`config.mk`:
```
export PLATFORM = sky130hd
export DESIGN_NAME = p5s_top
export DESIGN_NICKNAME = d
export VERILOG_FILES = /design/src/rtl/p5s_pkg.sv /design/src/rtl/p5s_top.sv /design/src/rtl/p5s_sync.sv /design/src/rtl/p5s_clkdiv.sv
export VERILOG_INCLUDE_DIRS = /design/src /design/src/rtl
export SDC_FILE = /design/constraint.sdc
export NUM_CORES = 1
export LEC_CHECK = 0
export BUFFER_PORTS_ARGS = -buffer_cell sky130_fd_sc_hd__buf_4
export CORE_MARGIN = 8
export CORE_UTILIZATION = 54
export CTS_CLUSTER_SIZE = 30
export DETAILED_ROUTE_END_ITERATION = 10
export PLACE_DENSITY_LB_ADDON = 0.05
export SETUP_SLACK_MARGIN = 0.15
export SYNTH_ARGS = -nofsm -noshare
export SYNTH_HDL_FRONTEND = slang
export SYNTH_SLANG_ARGS = --single-unit
```
`constraint.sdc`:
```
create_clock -name REF_CLK -period 5.6 [get_ports REF_CLK]
set_clock_uncertainty 0.2 [all_clocks]
set_input_delay 0 -clock REF_CLK [delete_from_list [all_inputs] [get_ports REF_CLK]]
set_output_delay 0 -clock REF_CLK [all_outputs]
set_load 0.01 [all_outputs]
```
`src/rtl/p5s_defines.svh`:
```
// strap indices, register offsets, field positions and timing counts
`ifndef P5S_DEFINES_SVH
`define P5S_DEFINES_SVH
// strap vector positions
`define P5S_S_RXB0    0
`define P5S_S_RXB1    1
`define P5S_S_RXB2    2
`define P5S_S_RXB3    3
`define P5S_S_RXERR   4
`define P5S_S_CRS     5
`define P5S_S_COL     6
`define P5S_S_SWB0    7
`define P5S_S_SWB2    8
`define P5S_S_SWB3    9
`define P5S_S_AGING   10
`define P5S_S_IFEN    11
`define P5S_S_P4AN    12
`define P5S_S_EDET    13
`define P5S_S_RMCLK   14
`define P5S_S_P3AN    15
`define P5S_S_P3FLOW  16
`define P5S_S_P3DUP   17
`define P5S_S_CFGLO   18
`define P5S_S_CFGMID  19
// global option bits
`define P5S_O_FLOW    0
`define P5S_O_BP      1
`define P5S_O_KEEPCOL 2
`define P5S_O_BACKOFF 3
`define P5S_O_PKT1536 4
`define P5S_O_SWFC    5
`define P5S_O_SWHALF  6
`define P5S_O_LED1    7
`define P5S_O_AGING   8
// port control bits
`define P5S_PC_AN     7
`define P5S_PC_FDUP   5
`define P5S_PC_FFLOW  4
`define P5S_PWR_LSB   3
`define P5S_PWR_ENERGY_DETECT_POWERDOWN  2'h1
`define P5S_PWR_NORM  2'h0
// register byte offsets and cfg register bit positions
`define P5S_A_STRAP   8'h00
`define P5S_A_CFG     8'h04
`define P5S_A_MODE    8'h08
`define P5S_A_PORTS   8'h0c
`define P5S_A_LINK    8'h10
`define P5S_A_OPTS    8'h14
`define P5S_CFG_RMII  0
`define P5S_CFG_RESMP 1
// sampling delay after reset release, in REF_CLK cycles;
// long enough for the oe drop to pass both sync stages
`define P5S_SMP_CYC   2'h3
`endif

```
`src/rtl/p5s_pkg.sv`:
```
// types shared by the port 5 strap configuration block
package p5s_pkg;
   typedef enum logic {P5S_HOLD, P5S_RUN} p5s_st_t;
   typedef enum logic [1:0] {P5S_SW_OFF, P5S_SW_PHY_MII, P5S_SW_MAC_MII,
                             P5S_SW_PHY_SNI} p5s_sw_t;
endpackage

```
`src/rtl/p5s_top.sv`:
```
// port 5 strap decode, pin direction control and apb status
`timescale 1ns/1ns
`default_nettype none
`include "p5s_defines.svh"
module p5s_top
   import p5s_pkg::*;
#(
   parameter int CLK_HALF = 1
)
(
   input  wire logic        REF_CLK,
   input  wire logic        ARST_N,
   input  wire logic        WARM_RST_N,
   input  wire logic        PSEL,
   input  wire logic        PENABLE,
   input  wire logic        PWRITE,
   input  wire logic [7:0]  PADDR,
   input  wire logic [31:0] PWDATA,
   output logic      [31:0] PRDATA,
   output logic             PREADY,
   output logic             PSLVERR,
   input  wire logic [19:0] STRAP_IN,
   input  wire logic [17:0] STRAP_FUNC,
   output logic      [17:0] STRAP_OUT,
   output logic      [17:0] STRAP_OE,
   input  wire logic [3:0]  SW_PIN_IN,
   input  wire logic [1:0]  SW_STAT_FUNC,
   output logic      [3:0]  SW_PIN_OUT,
   output logic      [3:0]  SW_PIN_OE,
   output logic      [1:0]  PHY5_CLK_OUT,
   output logic      [1:0]  PHY5_CLK_OE,
   output logic      [1:0]  SW_MODE,
   output logic             PHY5_EN,
   output logic             CORE_CLK_EXT,
   output logic      [8:0]  GLOBAL_OPTS,
   output logic      [7:0]  PORT3_CTRL,
   output logic      [7:0]  PORT4_CTRL,
   output logic      [7:0]  POWER_CTRL
);

   ////////////////////////////////////////////////////////////////////
   typedef struct packed {
      p5s_st_t     st;
      logic [1:0]  cnt;
      logic [19:0] straps;
      logic        rmii;
      logic        resmp;
      logic        pready;
      logic [31:0] prdata;
      logic        pslverr;
      logic        txc_prev;
      logic [15:0] edge_cnt;
      logic [17:0] strap_out;
      logic [17:0] strap_oe;
      logic [3:0]  sw_oe;
      logic [1:0]  sw_stat;
      logic [1:0]  phy5_oe;
      p5s_sw_t     sw_mode;
      logic        phy5_en;
      logic        clk_ext;
      logic [8:0]  opts;
      logic [7:0]  p3;
      logic [7:0]  p4;
      logic [7:0]  pwr;
   } p5s_state_t;

   p5s_state_t s_r;
   p5s_state_t s_nxt;
   logic [24:0] pin_q;
   logic        clk_div;
   logic        run;
   logic        sw_phy;
   logic [2:0]  code;

   // pins arrive asynchronously: strap, switch side and warm reset
   p5s_sync #(.W(25)) u_sync
   (
      .clk    (REF_CLK),
      .arst_n (ARST_N),
      .d      ({WARM_RST_N, SW_PIN_IN, STRAP_IN}),
      .q      (pin_q)
   );

   // link-side clock; runs whenever the straps are latched, in every mode
   p5s_clkdiv #(.HALF(CLK_HALF)) u_div
   (
      .clk    (REF_CLK),
      .arst_n (ARST_N),
      .en     (run),
      .clk_o  (clk_div)
   );

   ////////////////////////////////////////////////////////////////////
   // mode code is {interface enable, cfg mid, cfg low}
   assign run    = (s_r.st == P5S_RUN);
   assign code   = {s_r.straps[`P5S_S_IFEN], s_r.straps[`P5S_S_CFGMID],
                    s_r.straps[`P5S_S_CFGLO]};
   assign sw_phy = (s_r.sw_mode == P5S_SW_PHY_MII) ||
                   (s_r.sw_mode == P5S_SW_PHY_SNI);

   function automatic logic [31:0] rd_word(input p5s_state_t st,
                                           input logic [7:0] a);
      logic [31:0] w;
      w = 32'h0;
      if (a == `P5S_A_STRAP)
         w = {12'h0, st.straps};
      else if (a == `P5S_A_CFG)
         w = {31'h0, st.rmii};
      else if (a == `P5S_A_MODE)
         w = {27'h0, st.st == P5S_RUN, st.clk_ext, st.phy5_en, st.sw_mode};
      else if (a == `P5S_A_PORTS)
         w = {8'h0, st.pwr, st.p4, st.p3};
      else if (a == `P5S_A_LINK)
         w = {14'h0, pin_q[23:22], st.edge_cnt};
      else if (a == `P5S_A_OPTS)
         w = {23'h0, st.opts};
      return w;
   endfunction

   function automatic logic addr_ok(input logic [7:0] a);
      return (a == `P5S_A_STRAP) || (a == `P5S_A_CFG) ||
             (a == `P5S_A_MODE) || (a == `P5S_A_PORTS) ||
             (a == `P5S_A_LINK) || (a == `P5S_A_OPTS);
   endfunction

   ////////////////////////////////////////////////////////////////////
   // next-state logic
   always_comb
   begin
      s_nxt = s_r;
      // sampling window: pins stay undriven until straps are latched
      if (s_r.st == P5S_HOLD)
      begin
         if (s_r.cnt == `P5S_SMP_CYC)
         begin
            s_nxt.straps = pin_q[19:0];
            s_nxt.st     = P5S_RUN;
         end
         else
         begin
            s_nxt.cnt = s_r.cnt + 2'h1;
         end
      end
      // warm reset or software resample reopens the window
      if (!pin_q[24] || s_r.resmp)
      begin
         s_nxt.st  = P5S_HOLD;
         s_nxt.cnt = 2'h0;
      end
      s_nxt.resmp = 1'b0;

      // apb: one wait state, write commits at the pready edge
      s_nxt.pready  = 1'b0;
      s_nxt.pslverr = 1'b0;
      if (PSEL && PENABLE && !s_r.pready)
      begin
         s_nxt.pready  = 1'b1;
         s_nxt.prdata  = PWRITE ? 32'h0 : rd_word(s_r, PADDR);
         s_nxt.pslverr = !addr_ok(PADDR);
      end
      if (PSEL && PENABLE && s_r.pready && PWRITE && PADDR == `P5S_A_CFG)
      begin
         s_nxt.rmii  = PWDATA[`P5S_CFG_RMII];
         s_nxt.resmp = PWDATA[`P5S_CFG_RESMP];
      end

      // link clock edges, counted while the switch clock pin is input
      s_nxt.txc_prev = pin_q[20];
      if (pin_q[20] && !s_r.txc_prev && !s_r.sw_oe[0])
         s_nxt.edge_cnt = s_r.edge_cnt + 16'h1;

      // mode decode; code 100 lands on switch off by its low bits
      s_nxt.sw_mode = p5s_sw_t'(code[1:0]);
      s_nxt.phy5_en = run && code[2] && (code[1:0] != 2'h0);
      s_nxt.clk_ext = s_r.rmii && !s_r.straps[`P5S_S_RMCLK];

      // pin directions: nothing driven before the latch
      s_nxt.strap_out    = STRAP_FUNC;
      s_nxt.strap_oe     = 18'h0;
      s_nxt.sw_oe        = 4'h0;
      s_nxt.phy5_oe      = 2'h0;
      s_nxt.sw_stat      = SW_STAT_FUNC;
      if (run)
      begin
         s_nxt.strap_oe[6:0]   = {7{s_r.phy5_en}};
         s_nxt.strap_oe[9:7]   = {3{s_r.sw_mode != P5S_SW_OFF}};
         s_nxt.strap_oe[17:10] = 8'hff;
         s_nxt.sw_oe[0]  = sw_phy && !s_r.rmii;
         s_nxt.sw_oe[1]  = (sw_phy && !s_r.rmii) || (s_r.rmii &&
                           !s_r.clk_ext && s_r.sw_mode != P5S_SW_OFF);
         s_nxt.sw_oe[3:2] = {2{sw_phy && !s_r.rmii}};
         s_nxt.phy5_oe[1] = s_r.phy5_en;
         s_nxt.phy5_oe[0] = s_r.phy5_en && !s_r.rmii;
      end

      // global options from the phy5 and switch receive straps
      s_nxt.opts[`P5S_O_FLOW]    = !s_r.straps[`P5S_S_RXB3];
      s_nxt.opts[`P5S_O_BP]      = s_r.straps[`P5S_S_RXB2];
      s_nxt.opts[`P5S_O_KEEPCOL] = s_r.straps[`P5S_S_RXB1];
      s_nxt.opts[`P5S_O_BACKOFF] = s_r.straps[`P5S_S_RXB0];
      s_nxt.opts[`P5S_O_PKT1536] = s_r.straps[`P5S_S_RXERR];
      s_nxt.opts[`P5S_O_SWFC]    = s_r.straps[`P5S_S_SWB3];
      s_nxt.opts[`P5S_O_SWHALF]  = s_r.straps[`P5S_S_SWB2];
      s_nxt.opts[`P5S_O_LED1]    = s_r.straps[`P5S_S_SWB0];
      s_nxt.opts[`P5S_O_AGING]   = s_r.straps[`P5S_S_AGING];

      // port control defaults; other bits stay zero
      s_nxt.p4 = 8'h0;
      s_nxt.p4[`P5S_PC_AN]    = s_r.straps[`P5S_S_P4AN];
      s_nxt.p4[`P5S_PC_FDUP]  = s_r.straps[`P5S_S_CRS];
      s_nxt.p4[`P5S_PC_FFLOW] = s_r.straps[`P5S_S_COL];
      s_nxt.p3 = 8'h0;
      s_nxt.p3[`P5S_PC_AN]    = s_r.straps[`P5S_S_P3AN];
      s_nxt.p3[`P5S_PC_FFLOW] = !s_r.straps[`P5S_S_P3FLOW];
      s_nxt.p3[`P5S_PC_FDUP]  = !s_r.straps[`P5S_S_P3DUP];
      s_nxt.pwr = 8'h0;
      s_nxt.pwr[`P5S_PWR_LSB+:2] = s_r.straps[`P5S_S_EDET] ?
                                   `P5S_PWR_NORM : `P5S_PWR_ENERGY_DETECT_POWERDOWN;
   end

   ////////////////////////////////////////////////////////////////////
   // state register; straps reset to zero and are filled when the sampling window closes
   always_ff @(posedge REF_CLK or negedge ARST_N)
   begin
      if (!ARST_N)
         s_r <= '0;
      else
         s_r <= s_nxt;
   end

   // outputs all come from flops
   assign PRDATA       = s_r.prdata;
   assign PREADY       = s_r.pready;
   assign PSLVERR      = s_r.pslverr;
   assign STRAP_OUT    = s_r.strap_out;
   assign STRAP_OE     = s_r.strap_oe;
   assign SW_PIN_OUT   = {s_r.sw_stat, clk_div, clk_div};
   assign SW_PIN_OE    = s_r.sw_oe;
   assign PHY5_CLK_OUT = {clk_div, clk_div};
   assign PHY5_CLK_OE  = s_r.phy5_oe;
   assign SW_MODE      = s_r.sw_mode;
   assign PHY5_EN      = s_r.phy5_en;
   assign CORE_CLK_EXT = s_r.clk_ext;
   assign GLOBAL_OPTS  = s_r.opts;
   assign PORT3_CTRL   = s_r.p3;
   assign PORT4_CTRL   = s_r.p4;
   assign POWER_CTRL   = s_r.pwr;
endmodule
`default_nettype wire

```
`src/rtl/p5s_sync.sv`:
```
// two-stage synchroniser for a vector of pin inputs
`timescale 1ns/1ns
`default_nettype none
module p5s_sync
#(
   parameter int W = 1
)
(
   input  wire logic         clk,
   input  wire logic         arst_n,
   input  wire logic [W-1:0] d,
   output logic      [W-1:0] q
);
   logic [W-1:0] meta_r;

   // first stage feeds only the second
   always_ff @(posedge clk or negedge arst_n)
   begin
      if (!arst_n)
      begin
         meta_r <= '0;
         q      <= '0;
      end
      else
      begin
         meta_r <= d;
         q      <= meta_r;
      end
   end
endmodule
`default_nettype wire

```
`src/rtl/p5s_clkdiv.sv`:
```
// divider that makes the driven link clock from REF_CLK
`timescale 1ns/1ns
`default_nettype none
module p5s_clkdiv
#(
   parameter int HALF = 1
)
(
   input  wire logic clk,
   input  wire logic arst_n,
   input  wire logic en,
   output logic      clk_o
);
   localparam int CW = (HALF > 1) ? $clog2(HALF) : 1;
   logic [CW-1:0] cnt_r;

   // parked low while disabled so the pin starts clean
   always_ff @(posedge clk or negedge arst_n)
   begin
      if (!arst_n)
      begin
         cnt_r <= '0;
         clk_o <= 1'b0;
      end
      else if (!en)
      begin
         cnt_r <= '0;
         clk_o <= 1'b0;
      end
      else if (cnt_r == CW'(HALF - 1))
      begin
         cnt_r <= '0;
         clk_o <= ~clk_o;
      end
      else
      begin
         cnt_r <= cnt_r + 1'b1;
      end
   end
endmodule
`default_nettype wire

```
==> results by group <==
Outcome
  • Status: finished clean

Worst setup path
  • Crit. End Element: flop
  • Largest fanout on the critical path: 8
  • Crit. Startpoint: PADDR[5]
  • CP arrival: between 3 and 4 ns
  • Reg2Reg Launch Point: PREADY$_DFF_PN0_
  • Startpoint Class: input pin
  • Reg-to-reg endpoint: PRDATA[6]$_DFFE_PN0P_
  • R2R setup slack: 2.60 ns
  • Worst R2R Path Depth: 7
  • Critical path required time: 5.75 ns
  • Worst setup path class: in2reg
  • CP endpoint: PRDATA[6]$_DFFE_PN0P_

CTS
  • Worst skew pair latency: 0.42 ns
  • Cts bufs inserted: 17
  • H-tree depth: 4
  • Worst-path clk slew: approximately 0.060 ns
  • Post-CTS Repair Setup Buffers: 0
  • Root buffer cell: clkbuf_16
  • Clk sinks: roughly 160
  • Cts hold-fix bufs: between 60 and 70
  • CTS tree: yes
  • PostCTS Resize Cnt: 0
  • Max Root-Sink Buffers: 2

Timing
  • Final period util: 53.7%
  • Slew @ Worst Pin: around 1.2 ns
  • Unrepaired setup endpoints after global routing: false
  • Final setup violation count: 0
  • Rel. slew slack: a little over a fifth
  • Slew Limit Fails: 0
  • Setup_tns: 0 ns
  • Clock period minus worst slack: around 3 ns
  • Peak Freq: approximately 330 MHz
  • Final hold vios: 0

Yosys
  • Ys flop type: dfrtp_1
  • Post-synthesis sequential area ratio: a little over three fifths
  • Netlist Area Pre-Place: roughly 6300 um2
  • Seq cells post-synth: about 160
  • Avg Cell Area, Syn: between 10 and 15 um2
  • Yosys warns: 0
  • Unique masters post-synth: 50
  • Async SR Flop Fraction: 100%
  • Number of flops mapped to enable cells by yosys: 0
  • Gate Count Post-Synth: roughly 480

GRT
  • Initial antenna violation count: 0
  • First-pass GRT wire length: between 20,000 and 25,000 um
  • Largest net degree at the start of global routing: 93
  • Total GRT Usage: a little under a fifth
  • Vias in the first global route: roughly 4,000
  • GR Overflow Total: 0

Drt
  • DRT Pass-1 Iters: 4
  • Avg WL per Cell: around 18 um
  • Starting DRT DRC Count: approximately 210
  • Vias per inst: ~5
  • Post-Route WL: about 14,000 um
  • Antenna Nets Post-Route: 0
  • Vias: between 3,000 and 4,000
  • Remaining DRCs: 0

Floorplanning
  • I/O pin count: 209
  • Chip width: approximately 120 um
  • Die area: around 15,000 um2
  • Rows: 39
  • Starting Density: 55.1%
  • Core area: 11,400 um2
  • Die Y: 124 um

Cells and area
  • Non-filler instance count after layout: a little under 800
  • Nets: 709
  • Area delta synth->final: 28.5%
  • N_diodes: 0
  • Layout cells sized above 1: 34.0%

Power and ir drop
  • Pleak: 3.95 nW
  • PwrDens: just over 400 nW/um2
  • VDD IR-drop max: 0.277 mV

Place
  • Placed cells: slightly below 700
  • Final Wtd Congestion: between 0.8 and 0.9
  • Post-DP HPWL: 9080 um
  • Number of port buffers: between 100 and 150

Hold path
  • HP Class: in2async

Job
  • Max-cap viol count: 0
[state kept, by name (all words and copies together), names as in the netlist, 9 cells and up]
name,cells
GLOBAL_OPTS,9
PRDATA,20
STRAP_OUT,18
s_nxt,12
s_r,26
u_sync.meta_r,24
u_sync.q,24
[area by class of cell]
cell class                      instances  area, um2
Clock buffer                           19        453
Tap cell                              143        179
Timing Repair Buffer                  217       1800
Multi-Input combinational cell        208       1440
Clock inverter                         13        186
Inverter                               14       52.6
Sequential cell                       159       3980
Fill cell                             828       3330
[logic make-up (layout without fill, tap and decap cells)]
group | count (synthesis) | count (layout) | synth area share, %
DFF | 159 | 159 | 63.2
buffers and inverters | 142 | 263 | 15.7
and+or+nand+nor | 80 | 80 | 7.45
AOI/OAI and AO/OA | 58 | 58 | 6.94
muxes | 23 | 23 | 4.05
xor gates and xnor gates | 16 | 16 | 2.23
adders and majority gates | 2 | 2 | 0.397
other | 1 | 29 | 0.0596
[worst min path at each step]
stage,end,slack [ns],cells past startpoint
floorplan,CORE_CLK_EXT$_DFF_PN0_,-0.50,0
global placement,STRAP_OUT[2]$_DFF_PN0_,-0.09,1
detailed placement,u_sync.meta_r[12]$_DFF_PN0_,-0.09,1
CTS,STRAP_OUT[17]$_DFF_PN0_,0.001,2
global route,STRAP_OUT[14]$_DFF_PN0_,0.01,2
finish,STRAP_OE[6]$_DFF_PN0_,0.02,2
[metal layers]
metal | vias to the layer above | share of wire [%] | global-route usage (%) | wire, um
met2 | 149 | 50 | 29.7 | 6850
met1 | 1904 | 40 | 22.7 | 5450
met4 | 0 | 1.8 | 7.81 | 250
met5 | - | 0 | 0 | 0
met3 | 17 | 9.0 | 6.57 | 1240
li1 | 1756 | - | - | -
[power by group]
| part | total (mW) | leakage, nW | internal, mW | switching (mW) |
|---|---|---|---|---|
| Combinational | 0.531 | 1.67 | 0.295 | 0.235 |
| Sequential | 1.52 | 1.97 | 1.35 | 0.175 |
| Clock | 1.23 | 0.313 | 0.771 | 0.456 |
[per-stage QoR]
stage	power (mW)	utilization [%]	setup WS [ns]	hold slack [ns]	cell area [um2]
floorplan	1.87	-	3.71	-0.496	6400
global placement	2.02	59.4	3.22	-0.0909	6780
detailed placement	2.04	59.4	3.23	-0.0897	6780
CTS	3.31	70.8	2.62	0.00108	8090
global route	3.42	70.8	2.47	0.0146	8090
finish	3.28	70.8	2.59	0.0220	8090
[cells in the mapped netlist (3+ instances only)]
library cell	number	share of area [%]
and3b_1	3	0.42
mux2_2	20	3.6
nand4_1	4	0.40
nand3_1	9	0.72
nor2b_1	5	0.50
a2bb2oi_1	7	0.97
nand2_1	20	1.2
dfrtp_1	159	63
and3_1	3	0.30
buf_4	115	14
a32oi_1	4	0.56
a21oi_1	4	0.32
a222oi_1	6	0.95
xnor2_1	14	1.9
a22oi_1	10	1.2
mux2i_1	3	0.48
inv_1	14	0.83
o21ai_0	14	1.1
nor2_1	15	0.89
clkbuf_1	8	0.48
buf_6	3	0.54
[critical path: stages]
cell           delay [ns]
dlygate4sd3_1        0.54
buf_4                0.14
or4_4                0.57
dlygate4sd3_1        0.62
or4_4                0.48
a2bb2oi_1            0.16
o21ai_0              0.09
dlygate4sd3_1        0.56
[cells in the final DEF (no fill, tap or decap), types with 3 or more instances in the layout]
| master | n |
|---|---|
| nor2b_1 | 4 |
| clkinv_4 | 4 |
| nand3_1 | 9 |
| nand4_1 | 4 |
| a21oi_1 | 4 |
| a22oi_1 | 10 |
| conb_1 | 29 |
| nand2_1 | 20 |
| clkinv_2 | 3 |
| inv_1 | 14 |
| o21ai_0 | 14 |
| bufinv_16 | 4 |
| buf_4 | 149 |
| mux2_2 | 20 |
| xnor2_1 | 14 |
| a32oi_1 | 4 |
| nor2_1 | 15 |
| a222oi_1 | 6 |
| clkbuf_16 | 17 |
| dlygate4sd3_1 | 67 |
| and3b_1 | 3 |
| mux2i_1 | 3 |
| dfrtp_1 | 159 |
| and3_1 | 3 |
| a2bb2oi_1 | 7 |
Power figures use the tool's default switching activity.
